$ cat src/rtl/acl_pkg.sv
/*
 Package for the converter command-list control block: register offsets, field positions,
 command codes, timing figures and bus types.
 Assumes a 250 MHz bus clock and a 32-bit AXI4-Lite register port.
*/
package acl_pkg;
   localparam int unsigned CLK_MHZ            = 250;
   localparam int unsigned REC_TIME_NS        = 1000;
   localparam int unsigned REC_CYCLES         = (REC_TIME_NS * CLK_MHZ + 999) / 1000;
   localparam int unsigned DIS_TIME_NS        = 100;
   localparam int unsigned DIS_CYCLES         = (DIS_TIME_NS * CLK_MHZ) / 1000;
   localparam int unsigned CONV_CYCLES        = 16;
   localparam int unsigned SRST_CYCLES        = 2;
   localparam int unsigned CNT_W              = 12;

   localparam logic [7:0]  OFF_CTL0           = 8'h00;
   localparam logic [7:0]  OFF_CTL1           = 8'h04;
   localparam logic [7:0]  OFF_CMD0           = 8'h14;
   localparam logic [7:0]  OFF_STAT           = 8'h20;
   localparam logic [7:0]  OFF_FLAGS          = 8'h24;
   localparam logic [7:0]  OFF_ERR            = 8'h28;
   localparam logic [7:0]  OFF_CBP            = 8'h2C;
   localparam logic [7:0]  OFF_COFF           = 8'h30;
   localparam logic [7:0]  OFF_CIDX           = 8'h34;

   localparam int unsigned B_EN               = 15;
   localparam int unsigned B_SR               = 14;
   localparam int unsigned B_FRZ              = 13;
   localparam int unsigned B_WAI              = 12;
   localparam int unsigned B_MODE             = 6;
   localparam int unsigned B_STRSEQ           = 5;
   localparam int unsigned B_ACC_HI           = 1;
   localparam int unsigned B_ACC_LO           = 0;
   localparam int unsigned B_SMOD             = 0;
   localparam int unsigned B_BMOD             = 1;
   localparam int unsigned B_CSLSEL           = 2;
   localparam int unsigned B_RVLSEL           = 3;
   localparam int unsigned B_RSTMODE          = 4;
   localparam int unsigned CT_HI              = 31;
   localparam int unsigned CT_LO              = 30;
   localparam int unsigned FS_HI              = 27;
   localparam int unsigned FS_LO              = 24;

   localparam logic [1:0]  CMD_NORMAL         = 2'h0;
   localparam logic [1:0]  CMD_END_SEQ        = 2'h1;
   localparam logic [1:0]  CMD_END_WRAP       = 2'h2;
   localparam logic [1:0]  CMD_END_WAIT       = 2'h3;

   localparam logic [1:0]  RESP_OKAY          = 2'h0;
   localparam logic [1:0]  RESP_SLVERR        = 2'h2;
   localparam logic [15:0] CTL0_WR_ANY        = 16'hF000;
   localparam logic [15:0] CTL0_WR_CFG        = 16'h0063;
   localparam logic [7:0]  IDX_MAX            = 8'h3F;

   typedef struct packed {
      logic [1:0] cmd_type;
      logic [3:0] flag_sel;
   } acl_cmd_t;

   typedef struct packed {
      logic        trig;
      logic        restart;
      logic        freeze;
      logic        wait_mode;
      logic [3:0]  sev_err;
   } acl_evt_t;
endpackage

$ cat src/rtl/acl_ctrl.sv
/*
 Command-list sequencing control of an analog-to-digital converter with AXI4-Lite registers.
 Assumes triggers, restarts, mode indications and error events arrive from other domains.
*/
`timescale 1ns/1ps
module acl_ctrl
   import acl_pkg::*;
(
   input  wire logic        aclk,
   input  wire logic        aresetn,
   input  wire logic [7:0]  s_axi_awaddr,
   input  wire logic        s_axi_awvalid,
   output logic             s_axi_awready,
   input  wire logic [31:0] s_axi_wdata,
   input  wire logic [3:0]  s_axi_wstrb,
   input  wire logic        s_axi_wvalid,
   output logic             s_axi_wready,
   output logic [1:0]       s_axi_bresp,
   output logic             s_axi_bvalid,
   input  wire logic        s_axi_bready,
   input  wire logic [7:0]  s_axi_araddr,
   input  wire logic        s_axi_arvalid,
   output logic             s_axi_arready,
   output logic [31:0]      s_axi_rdata,
   output logic [1:0]       s_axi_rresp,
   output logic             s_axi_rvalid,
   input  wire logic        s_axi_rready,
   input  wire acl_evt_t    evt_in,
   input  wire logic        conv_done,
   output logic             conv_start,
   output logic             analog_on,
   output logic [15:0]      conv_flag_pulse,
   output logic [7:0]       command_index
);
   typedef enum logic [2:0] {
      ACL_OFF, ACL_DRAIN, ACL_RECOVER, ACL_IDLE, ACL_FETCH, ACL_CONV, ACL_WAIT_RST, ACL_ERR
   } acl_state_t;

   acl_state_t  state_r;
   logic [15:0] ctl0_r;
   logic [4:0]  ctl1_r;
   logic [31:0] cmd_r;
   logic [15:0] flags_r;
   logic [3:0]  err_r;
   logic [7:0]  ovr_r;
   logic [31:0] cbp_r;
   logic [15:0] coff_r;
   logic [7:0]  ridx_r;
   logic [CNT_W-1:0] cnt_r;
   logic [1:0]  srst_cnt_r;
   logic        aw_hold_r;
   logic        w_hold_r;
   logic [7:0]  awaddr_r;
   logic [31:0] wdata_r;
   logic [3:0]  wstrb_r;
   acl_evt_t    evt_s;
   logic        trig_d_r;
   logic        rst_d_r;
   logic        trig_edge;
   logic        rst_edge;
   logic        wr_go;
   logic        aw_take;
   logic        w_take;
   logic        en;
   logic        smod;
   logic        cfg_wr_ok;
   logic        halt_req;
   logic [15:0] wmask;
   logic [31:0] rd_val;
   acl_cmd_t    cur_cmd;

   genvar g;
   generate
      for (g = 0; g < 8; g = g + 1) begin : g_sync
         acl_sync u_sync (
            .aclk    (aclk),
            .aresetn (aresetn),
            .din     (evt_in[g]),
            .dout    (evt_s[g])
         );
      end
   endgenerate

   assign trig_edge = evt_s.trig & ~trig_d_r;
   assign rst_edge  = evt_s.restart & ~rst_d_r;
   assign en        = ctl0_r[B_EN];
   assign smod      = ctl1_r[B_SMOD];
   assign cfg_wr_ok = ~en | smod;
   assign halt_req  = (ctl0_r[B_FRZ] & evt_s.freeze) | (ctl0_r[B_WAI] & evt_s.wait_mode);
   assign aw_take   = s_axi_awvalid & s_axi_awready;
   assign w_take    = s_axi_wvalid & s_axi_wready;
   // A write completes once both halves are taken; the pending response blocks the next one.
   assign wr_go     = (aw_hold_r | aw_take) & (w_hold_r | w_take) & ~s_axi_bvalid;
   assign cur_cmd   = '{cmd_type: cmd_r[CT_HI:CT_LO], flag_sel: cmd_r[FS_HI:FS_LO]};

   logic [7:0]  wa;
   logic [31:0] wd;
   logic [3:0]  ws;
   logic [15:0] wd16;
   assign wa   = aw_hold_r ? awaddr_r : s_axi_awaddr;
   assign wd   = w_hold_r ? wdata_r : s_axi_wdata;
   assign ws   = w_hold_r ? wstrb_r : s_axi_wstrb;
   assign wd16 = {ws[1] ? wd[15:8] : ctl0_r[15:8], ws[0] ? wd[7:0] : ctl0_r[7:0]};
   assign wmask = CTL0_WR_ANY | (cfg_wr_ok ? CTL0_WR_CFG : 16'h0000);

   // Write channel capture: address and data may arrive in either order.
   always_ff @(posedge aclk) begin
      if (!aresetn) begin
         aw_hold_r     <= 1'b0;
         w_hold_r      <= 1'b0;
         awaddr_r      <= 8'h00;
         wdata_r       <= 32'h0000_0000;
         wstrb_r       <= 4'h0;
         s_axi_awready <= 1'b0;
         s_axi_wready  <= 1'b0;
         s_axi_bvalid  <= 1'b0;
         s_axi_bresp   <= RESP_OKAY;
      end else begin
         s_axi_awready <= ~aw_hold_r & ~s_axi_awready & s_axi_awvalid & ~s_axi_bvalid;
         s_axi_wready  <= ~w_hold_r & ~s_axi_wready & s_axi_wvalid & ~s_axi_bvalid;
         if (aw_take) begin
            aw_hold_r <= 1'b1;
            awaddr_r  <= s_axi_awaddr;
         end
         if (w_take) begin
            w_hold_r <= 1'b1;
            wdata_r  <= s_axi_wdata;
            wstrb_r  <= s_axi_wstrb;
         end
         if (wr_go) begin
            aw_hold_r    <= 1'b0;
            w_hold_r     <= 1'b0;
            s_axi_bvalid <= 1'b1;
            case (wa)
               OFF_CTL0, OFF_CTL1, OFF_CMD0, OFF_STAT, OFF_FLAGS, OFF_ERR,
               OFF_CBP, OFF_COFF, OFF_CIDX: s_axi_bresp <= RESP_OKAY;
               default: s_axi_bresp <= RESP_SLVERR;
            endcase
         end else if (s_axi_bvalid & s_axi_bready) begin
            s_axi_bvalid <= 1'b0;
         end
      end
   end

   logic do_wr;
   assign do_wr = wr_go;

   // Control registers.
   always_ff @(posedge aclk) begin
      if (!aresetn) begin
         ctl0_r <= 16'h0000;
         ctl1_r <= 5'h00;
         cmd_r  <= 32'h0000_0000;
         cbp_r  <= 32'h0000_0000;
         coff_r <= 16'h0000;
      end else begin
         if (do_wr && wa == OFF_CTL0) begin
            ctl0_r <= (ctl0_r & ~wmask) | (wd16 & wmask);
            ctl0_r[B_SR] <= ctl0_r[B_SR] | wd16[B_SR];
            if (!en && wd16[B_EN] && state_r != ACL_OFF) begin
               ctl0_r[B_EN] <= 1'b0;
            end
         end else if (ctl0_r[B_SR] && srst_cnt_r == SRST_CYCLES[1:0]) begin
            ctl0_r[B_SR] <= 1'b0;
         end
         if (do_wr && wa == OFF_CTL1 && ws[0]) begin
            ctl1_r[B_SMOD]    <= wd[B_SMOD];
            ctl1_r[B_RSTMODE] <= wd[B_RSTMODE];
            if (cfg_wr_ok) begin
               ctl1_r[B_BMOD] <= wd[B_BMOD];
            end
            if (!en) begin
               ctl1_r[B_CSLSEL] <= wd[B_CSLSEL] & wd[B_BMOD];
               ctl1_r[B_RVLSEL] <= wd[B_RVLSEL];
            end
         end else if (ctl0_r[B_SR] && srst_cnt_r == SRST_CYCLES[1:0]) begin
            ctl1_r[B_CSLSEL] <= 1'b0;
            ctl1_r[B_RVLSEL] <= 1'b0;
         end else if (!ctl1_r[B_BMOD]) begin
            ctl1_r[B_CSLSEL] <= 1'b0;
         end
         if (do_wr && wa == OFF_CMD0 && smod) begin
            cmd_r <= wd;
         end
         if (do_wr && wa == OFF_CBP && !en) begin
            cbp_r <= wd;
         end
         if (do_wr && wa == OFF_COFF && !en) begin
            coff_r <= wd[15:0];
         end
      end
   end

   // Sequencer.
   always_ff @(posedge aclk) begin
      if (!aresetn) begin
         state_r         <= ACL_OFF;
         cnt_r           <= '0;
         srst_cnt_r      <= 2'h0;
         command_index   <= 8'h00;
         ridx_r          <= 8'h00;
         conv_start      <= 1'b0;
         conv_flag_pulse <= 16'h0000;
         analog_on       <= 1'b0;
         trig_d_r        <= 1'b0;
         rst_d_r         <= 1'b0;
      end else begin
         trig_d_r        <= evt_s.trig;
         rst_d_r         <= evt_s.restart;
         conv_start      <= 1'b0;
         conv_flag_pulse <= 16'h0000;
         analog_on       <= en;
         srst_cnt_r      <= (ctl0_r[B_SR] && srst_cnt_r != SRST_CYCLES[1:0]) ?
                            srst_cnt_r + 2'h1 : 2'h0;
         if (do_wr && wa == OFF_CIDX && !en) begin
            command_index <= wd[7:0];
         end
         if (ctl0_r[B_SR] && srst_cnt_r == SRST_CYCLES[1:0]) begin
            // Draining and recovery keep their own timing so a soft reset cannot shorten them.
            if (state_r != ACL_DRAIN && state_r != ACL_RECOVER) begin
               state_r <= en ? ACL_IDLE : ACL_OFF;
            end
            command_index <= 8'h00;
            ridx_r        <= 8'h00;
         end else if (!en && state_r != ACL_OFF && state_r != ACL_DRAIN) begin
            state_r <= ACL_DRAIN;
            cnt_r   <= CNT_W'(DIS_CYCLES);
         end else if (|err_r && state_r != ACL_OFF && state_r != ACL_DRAIN) begin
            state_r <= ACL_ERR;
         end else begin
            case (state_r)
               ACL_OFF: begin
                  if (en) begin
                     state_r <= ACL_RECOVER;
                     cnt_r   <= CNT_W'(REC_CYCLES);
                  end
               end
               ACL_DRAIN: begin
                  if (cnt_r == '0) begin
                     state_r <= ACL_OFF;
                  end else begin
                     cnt_r <= cnt_r - 1'b1;
                  end
               end
               ACL_RECOVER: begin
                  if (cnt_r == '0) begin
                     state_r <= ACL_IDLE;
                  end else begin
                     cnt_r <= cnt_r - 1'b1;
                  end
               end
               ACL_IDLE: begin
                  if (trig_edge && !halt_req) begin
                     state_r <= ACL_FETCH;
                  end
               end
               ACL_FETCH: begin
                  if (!halt_req) begin
                     conv_start <= 1'b1;
                     state_r    <= ACL_CONV;
                  end
               end
               ACL_CONV: begin
                  if (conv_done) begin
                     if (cur_cmd.flag_sel != 4'h0) begin
                        conv_flag_pulse[cur_cmd.flag_sel] <= 1'b1;
                     end
                     ridx_r <= ridx_r + 8'h01;
                     case (cur_cmd.cmd_type)
                        CMD_NORMAL: begin
                           command_index <= (command_index == IDX_MAX) ? 8'h00 :
                                            command_index + 8'h01;
                           state_r <= ACL_FETCH;
                        end
                        CMD_END_SEQ: begin
                           command_index <= command_index + 8'h01;
                           state_r <= ACL_IDLE;
                        end
                        CMD_END_WRAP: begin
                           command_index <= 8'h00;
                           state_r <= ACL_FETCH;
                        end
                        CMD_END_WAIT: begin
                           command_index <= 8'h00;
                           state_r <= ctl1_r[B_RSTMODE] ? ACL_WAIT_RST : ACL_IDLE;
                        end
                        default: state_r <= ACL_IDLE;
                     endcase
                  end
               end
               ACL_WAIT_RST: begin
                  if (rst_edge) begin
                     state_r <= ACL_IDLE;
                  end
               end
               ACL_ERR: state_r <= ACL_ERR;
               default: state_r <= ACL_OFF;
            endcase
            if (rst_edge && state_r == ACL_IDLE) begin
               command_index <= 8'h00;
            end
         end
      end
   end

   // Error and flag status; a new flag wins over a clear in the same cycle, but a soft reset wins over a new error.
   always_ff @(posedge aclk) begin
      if (!aresetn) begin
         err_r   <= 4'h0;
         ovr_r   <= 8'h00;
         flags_r <= 16'h0000;
      end else begin
         if (ctl0_r[B_SR]) begin
            err_r <= 4'h0;
            ovr_r <= 8'h00;
         end else begin
            err_r <= err_r | (en ? evt_s.sev_err : 4'h0);
            if (trig_edge && state_r != ACL_IDLE && state_r != ACL_OFF &&
                state_r != ACL_RECOVER) begin
               ovr_r[0] <= 1'b1;
            end
         end
         if (do_wr && wa == OFF_FLAGS) begin
            flags_r <= (flags_r & ~wd[15:0]) | conv_flag_pulse;
         end else begin
            flags_r <= flags_r | conv_flag_pulse;
         end
      end
   end

   always_comb begin
      case (s_axi_araddr)
         OFF_CTL0:  rd_val = {16'h0000, ctl0_r};
         OFF_CTL1:  rd_val = {27'h0, ctl1_r};
         OFF_CMD0:  rd_val = cmd_r;
         OFF_STAT:  rd_val = {16'h0000, ridx_r, 5'h00, 3'(state_r)};
         OFF_FLAGS: rd_val = {16'h0000, flags_r};
         OFF_ERR:   rd_val = {20'h00000, ovr_r, err_r};
         OFF_CBP:   rd_val = cbp_r;
         OFF_COFF:  rd_val = {16'h0000, coff_r};
         OFF_CIDX:  rd_val = {24'h000000, command_index};
         default:   rd_val = 32'h0000_0000;
      endcase
   end

   always_ff @(posedge aclk) begin
      if (!aresetn) begin
         s_axi_arready <= 1'b0;
         s_axi_rvalid  <= 1'b0;
         s_axi_rdata   <= 32'h0000_0000;
         s_axi_rresp   <= RESP_OKAY;
      end else begin
         s_axi_arready <= ~s_axi_arready & ~s_axi_rvalid & s_axi_arvalid;
         if (s_axi_arvalid & s_axi_arready) begin
            s_axi_rvalid <= 1'b1;
            s_axi_rdata  <= rd_val;
            case (s_axi_araddr)
               OFF_CTL0, OFF_CTL1, OFF_CMD0, OFF_STAT, OFF_FLAGS, OFF_ERR,
               OFF_CBP, OFF_COFF, OFF_CIDX: s_axi_rresp <= RESP_OKAY;
               default: s_axi_rresp <= RESP_SLVERR;
            endcase
         end else if (s_axi_rvalid & s_axi_rready) begin
            s_axi_rvalid <= 1'b0;
         end
      end
   end
endmodule

$ cat src/rtl/acl_sync.sv
/*
 Three-stage synchroniser for one level from outside the clock domain.
 The output changes only once the second and third stages agree.
*/
`timescale 1ns/1ps
module acl_sync
   import acl_pkg::*;
(
   input  wire logic aclk,
   input  wire logic aresetn,
   input  wire logic din,
   output logic      dout
);
   logic s1_r;
   logic s2_r;
   logic s3_r;

   always_ff @(posedge aclk) begin
      if (!aresetn) begin
         s1_r <= 1'b0;
         s2_r <= 1'b0;
         s3_r <= 1'b0;
         dout <= 1'b0;
      end else begin
         s1_r <= din;
         s2_r <= s1_r;
         s3_r <= s2_r;
         if (s2_r == s3_r) begin
            dout <= s3_r;
         end
      end
   end
endmodule

$ cat config.mk
export PLATFORM = sky130hd
export DESIGN_NAME = acl_ctrl
export DESIGN_NICKNAME = d
export VERILOG_FILES = /design/src/rtl/acl_pkg.sv /design/src/rtl/acl_ctrl.sv /design/src/rtl/acl_sync.sv
export SDC_FILE = /design/constraint.sdc
export NUM_CORES = 1
export LEC_CHECK = 0
export BUFFER_PORTS_ARGS = -buffer_cell sky130_fd_sc_hd__buf_2
export CORE_MARGIN = 10
export CORE_UTILIZATION = 58
export DETAILED_ROUTE_END_ITERATION = 8
export GPL_TIMING_DRIVEN = 0
export PLACE_DENSITY = 0.81
export SLEW_MARGIN = 10
export SYNTH_ARGS = -nofsm -noshare
export SYNTH_HDL_FRONTEND = slang
export SYNTH_SLANG_ARGS = --single-unit
$ cat constraint.sdc
create_clock -name aclk -period 2.85 [get_ports aclk]
set_input_delay 0.4275 -clock aclk [delete_from_list [all_inputs] [get_ports aclk]]
set_output_delay 0.4275 -clock aclk [all_outputs]
set_load 0.02 [all_outputs]
# Word-level counts from Yosys, hierarchy flattened
# Index checks and enable logic that the tools add are counted.
[op_classes]
addsub = 4
order_cmp = 2
eq_ne = 53
mux = 53
bitwise = 52
n_reduce_logical = 59
[ops]
columns = ["op", "count"]
rows = [
  ["$pmux 32 s9", 1],
  ["$eq 8x6->1 const B", 13],
  ["$mux 8", 10],
  ["$and 16x16->16", 3],
  ["$mux 12", 4],
  ["$or 16x16->16", 3],
  ["$mux 3", 12],
  ["$ne 5x5->1 const B", 7],
  ["$mux 32", 1],
  ["$not 16->16", 2],
  ["$logic_and 1x1->1", 27],
  ["$pmux 12 s2", 1],
  ["$pmux 3 s8", 1],
  ["$pmux 8 s3", 1],
  ["$and 1x1->1", 20],
  ["$not 1->1", 18],
  ["$reduce_or 9->1", 2],
  ["$add 8x1->8 const B", 2],
  ["$eq 8x3->1 const B", 2],
  ["$eq 8x5->1 const B", 2],
  ["$logic_not 8->1", 2],
  ["$mux 16", 1],
  ["$eq 3x3->1 const B", 4],
  ["$logic_not 12->1", 1],
  ["other kinds (36)", 83],
]
[totals]
regBits = 292
input_bits = 68
out_inout_bits = 67

# Depth between registers and ports, before layout
[depth]
word_depth = 12
depth_mapped = 9
depth_no_buf = 7

# By module
# Synthesis repeated with hierarchy kept, for this count alone.
[unflattened]
cells_unflattened = 1359
hier_area_um2 = 12171.7
[by_module_without_submodules]
columns = ["module", "instances", "cells_per_inst", "area_each_um2", "seq_area_each_um2"]
rows = [
  ["acl_ctrl", 1, 1279, 11240.8, 5004.8],
  ["acl_sync", 8, 10, 116.4, 80.1],
]

# Worst setup path after synthesis
# Ideal clock, no wire load.
[synth_timing]
kind = "flip-flop to flip-flop"
from = "register s_axi_awready"
to = "register coff_r[15]"
setup_time_ps = 143
arrival_time_ps = 2240
t_required_ps = 2707
slack_ps = 467
path_stages_with_launch = 9
path_buffers = 3
synth_period_minus_slack_ps = 2383
cell_sequence = "dfxtp_1 a21oi_1 or4_1 clkbuf_1 nor3_2 and2_1 clkbuf_1 buf_2 a211oi_1"
[synth_via]
elab_chain_len = 6
[synth_rtl]
columns = ["element", "line", "source"]
rows = [
  ["start: declaration", "acl_ctrl.sv:13", "output logic s_axi_awready,"],
  ["start signal: assignment", "acl_ctrl.sv:119", "s_axi_awready <= ~aw_hold_r & ~s_axi_awready & s_axi_awvalid & ~s_axi_bvalid;"],
  ["$and 1x1->1", "acl_ctrl.sv:90", "assign aw_take = s_axi_awvalid & s_axi_awready;"],
  ["$or 1x1->1", "acl_ctrl.sv:93", "assign wr_go = (aw_hold_r | aw_take) & (w_hold_r | w_take) & ~s_axi_bvalid;"],
  ["$and 1x1->1 (2 in series)", "acl_ctrl.sv:93", ""],
  ["$logic_and 1x1->1 (2 in series)", "acl_ctrl.sv:188", "if (do_wr && wa == OFF_COFF && !en) begin"],
  ["end signal: assignment", "acl_ctrl.sv:189", "coff_r <= wd[15:0];"],
  ["end: declaration", "acl_ctrl.sv:47", "logic [15:0] coff_r;"],
]
# Every way passes these cells.
# A chain may end at the register's enable or synchronous reset.

# Worst setup path in the final report
[layout_timing]
from = "register err_r[0]"
to = "register conv_flag_pulse[1]"
[layout_via]
elab_chain_len = 4
[layout_rtl]
columns = ["element", "line", "source"]
rows = [
  ["start: declaration", "acl_ctrl.sv:44", "logic [3:0] err_r;"],
  ["start signal: assignment", "acl_ctrl.sv:317", "err_r <= err_r | (en ? evt_s.sev_err : 4'h0);"],
  ["$reduce_or 4->1", "acl_ctrl.sv:228", "end else if (|err_r && state_r != ACL_OFF && state_r != ACL_DRAIN) begin"],
  ["$logic_and 1x1->1 (2 in series)", "acl_ctrl.sv:228", ""],
  ["$reduce_or 7->1 (no source line)", "n/a", ""],
  ["end signal: assignment", "acl_ctrl.sv:203", "conv_flag_pulse <= 16'h0000;"],
  ["end signal: assignment", "acl_ctrl.sv:211", "conv_flag_pulse <= 16'h0000;"],
  ["end signal: indexed assignment", "acl_ctrl.sv:266", "conv_flag_pulse[cur_cmd.flag_sel] <= 1'b1;"],
  ["end: declaration", "acl_ctrl.sv:32", "output logic [15:0] conv_flag_pulse,"],
]
# Every way passes these cells.

==> impl_metrics.toml <==
[outcome]
status = "completed"

[placement]
dp_hpwl_um = 28900
port_buffers = 130
place.gp.congestion = 1.01

[setup_path]
reg2reg_depth = 5
path_class = "reg -> reg"
critical_path_arrival_ps = 3250
slowest_stage = "or4b_2"
startpoint = "err_r[0]$_SDFF_PP0_"
critPathBufInv = 0
critPathTopFamily = "simple AND/OR/NAND/NOR gates"
crit_required_ps = 3340
crit_path_max_fanout = 9
cp-start-kind = "flop"
slowest_delay_ps = 670
rrSetupSlack_ps = 90
endpoint = "conv_flag_pulse[1]$_SDFF_PP0_"
path_depth = 5
crit_chain = "nor4_2 > a21oi_1 > nor3_2 > or4b_2 > nor2_1"
reg2reg_to = "conv_flag_pulse[1]$_SDFF_PP0_"
r2r-start = "err_r[0]$_SDFF_PP0_"
critPathCaptureType = "flop"

[logic_synthesis]
ys_seq_elements = 282
synth.avg_cell_area_um2 = 8.87
asyncSetResetFlopFracSynth = 0
syn_area_mm2 = 0.0120
synthCells = 1356
synth_edf_count = 0
synthFlopType = "dfxtp_1"
ys_types = 72
ys_warn_count = 0
seq_area_frac_synth = 0.470

[timing]
fin_crit_ps = 2760
rsz0062_at_grt = "false"
setup_viol = 0
setup_tns_ps = 0
hold_violations = 0
worst_pin_slew_ps = 1140
min_period_over_period = 0.970
drv_slew = 0
slew-limit-headroom = 0.219
skew_ps = 7.76
timing.fmax_ghz = 0.362

[die]
ios = 135
core_region_area_mm2 = 0.0203
die_y_um = 164
rows = 52
start_util = 0.592
die_w_um = 164
die_area_mm2 = 0.0269

[global_route]
track_usage = 0.282
antenna_found_initial = 0
grt_remaining_overflow = 0
grt_pass1_wl_um = 60600
grt_max_degree = 16
grt_pass1_vias = 10900

[drt]
via_per_inst = 6.40
wl_um = 39600
vias = 11600
dr.pass1.iters = 8
drc = 0
ant_nets = 0
initialDrtViolationCount = 1465
drt-wirelength-per-cell_um = 21.8

[pwr]
powerDensity_mw_per_mm2 = 678
p_leak_nw = 5.07
ir_drop_mv = 0.541

[finish]
insertedDiodeCount = 0
layout-drive-gt1-share = 0.176
mostFrequentLayoutCell = "dfxtp_1"
layout_common_cells = "dfxtp_1 (282), a21oi_1 (152), buf_2 (141), nand2_1 (137), nor2_1 (125)"
post-route-util = 0.696
area_growth_pct = 17.6
finalNetCount = 1596

[clock_network]
cts_root_buf = "clkbuf_16"
numCtsBuffers = 29
cts.clk_slew.worst_paths_ps = 60
htreeDepth = 1
cts_max_path_buffers = 3
clock_sinks = 282
cts_tree = "built"
clk_latency_ps = 560

[job]
max_cap_viol_count = 0

[min_path]
hp-class = "in -> reg"
-- worst min-delay path by stage --
stage / from / end / slack, ps / depth (start not counted)
floorplan: srst_cnt_r[0]$_SDFF_PN0_ / srst_cnt_r[0]$_SDFF_PN0_ / 390 / 1
global placement: srst_cnt_r[0]$_SDFF_PN0_ / srst_cnt_r[0]$_SDFF_PN0_ / 400 / 1
detailed placement: srst_cnt_r[0]$_SDFF_PN0_ / srst_cnt_r[0]$_SDFF_PN0_ / 420 / 1
CTS: evt_in[0] / g_sync[0].u_sync.s1_r$_SDFF_PN0_ / 50 / 2
global route: evt_in[5] / g_sync[5].u_sync.s1_r$_SDFF_PN0_ / 70 / 2
finish: evt_in[3] / g_sync[3].u_sync.s1_r$_SDFF_PN0_ / 70 / 2
-- timing repair --
action	in CTS	in global routing
buffers inserted	0	2
gates resized for setup	0	8
endpoints found under the setup margin	0	57
hold buffers	0	0
-- metal layers --
| layer | vias to the layer above | part of all wire | GRT usage |
|---|---|---|---|
| li1 | 5300 | - | - |
| met4 | 0 | 0.034 | 0.0955 |
| met1 | 5470 | 0.41 | 0.381 |
| met2 | 739 | 0.44 | 0.436 |
| met3 | 108 | 0.12 | 0.0666 |
| met5 | - | 0 | 0 |
-- stage by stage --
stage / instance area, um^2 / cells / total power (W) / hold WS, ps / setup slack [ps]
after detailed placement: 13100 / 1760 / 0.00555 / 415 / -114
after global routing: 14100 / 1815 / 0.00988 / 66.7 / 2.42
after global placement: 13000 / 1758 / 0.00552 / 402 / -700
after floorplan: 12000 / 1358 / 0.00515 / 393 / 467
after CTS: 14100 / 1813 / 0.00955 / 54.2 / 30.3
final: 14100 / 1815 / 0.00958 / 69.4 / 86.1
-- flip-flops by register name (all words and copies together) (netlist names), 8 cells and up, named ones only --
| signal | count |
|---|---|
| cbp_r | 32 |
| g_sync.u_sync.s1_r | 8 |
| awaddr_r | 8 |
| g_sync.u_sync.s3_r | 8 |
| coff_r | 16 |
| command_index | 8 |
| flags_r | 16 |
| cmd_r | 32 |
| g_sync.u_sync.dout | 8 |
| wdata_r | 32 |
| conv_flag_pulse | 16 |
| ridx_r | 8 |
| cnt_r | 12 |
| g_sync.u_sync.s2_r | 8 |
| s_axi_rdata | 32 |
-- synth_stat cells (all sizes together), types with 4 or more instances --
library cell / n / share of area
dfxtp: 282 / 0.47
a21oi: 152 / 0.063
nand2: 137 / 0.043
nor2: 126 / 0.039
a211oi: 94 / 0.070
clkbuf: 69 / 0.022
o21ai: 62 / 0.026
mux2i: 49 / 0.041
nor3: 42 / 0.019
nand3: 35 / 0.015
and2: 34 / 0.018
buf: 33 / 0.016
a221oi: 22 / 0.016
nand2b: 14 / 0.0073
or3: 14 / 0.0073
nor4: 13 / 0.0085
a22oi: 12 / 0.0075
inv: 11 / 0.0034
nand4b: 10 / 0.0073
o211ai: 10 / 0.0062
mux2: 8 / 0.0075
a31oi: 7 / 0.0036
nor2b: 7 / 0.0036
a311oi: 6 / 0.0044
and3: 6 / 0.0031
o2bb2ai: 6 / 0.0044
or2: 6 / 0.0031
ha: 5 / 0.0052
nor4b: 5 / 0.0036
o21a: 5 / 0.0031
o22ai: 5 / 0.0026
xnor2: 5 / 0.0036
a211o: 4 / 0.0029
a32o: 4 / 0.0033
and4: 4 / 0.0029
nand3b: 4 / 0.0025
or4: 4 / 0.0025
or4b: 4 / 0.0033
-- worst register-to-register path, stage by stage, from the launching register on --
cell	delay, ps
dfxtp_1	370
nor4_2	590
a21oi_1	390
nor3_2	490
or4b_2	670
nor2_1	180
-- cell type report --
cell class | instances | area, um^2
buffer | 102 | 462
clock buffer | 40 | 807
clock inverter | 13 | 209
fill | 1629 | 6170
inverter | 11 | 41.3
multi-input combinational | 963 | 5930
sequential | 282 | 5650
tap | 270 | 338
timing repair buffer | 134 | 706
-- cells by family after synthesis --
family / after synthesis / synth area share
other: 1 / 0.000312
adder cells (fa/ha/maj): 5 / 0.00520
flip-flops: 282 / 0.470
buffers and inverters: 113 / 0.0413
AND/OR/NAND/NOR: 472 / 0.193
XOR/XNOR: 6 / 0.00437
AO/OA/AOI/OAI: 420 / 0.238
multiplexers: 57 / 0.0483
-- power breakdown --
part	internal (W)	total, W	switching, W	leakage [nW]
registers	0.00406	0.00415	0.0000886	2.28
logic	0.000473	0.00138	0.000905	2.28
clock network	0.00244	0.00405	0.00161	0.503
Power figures use the tool's default switching activity.
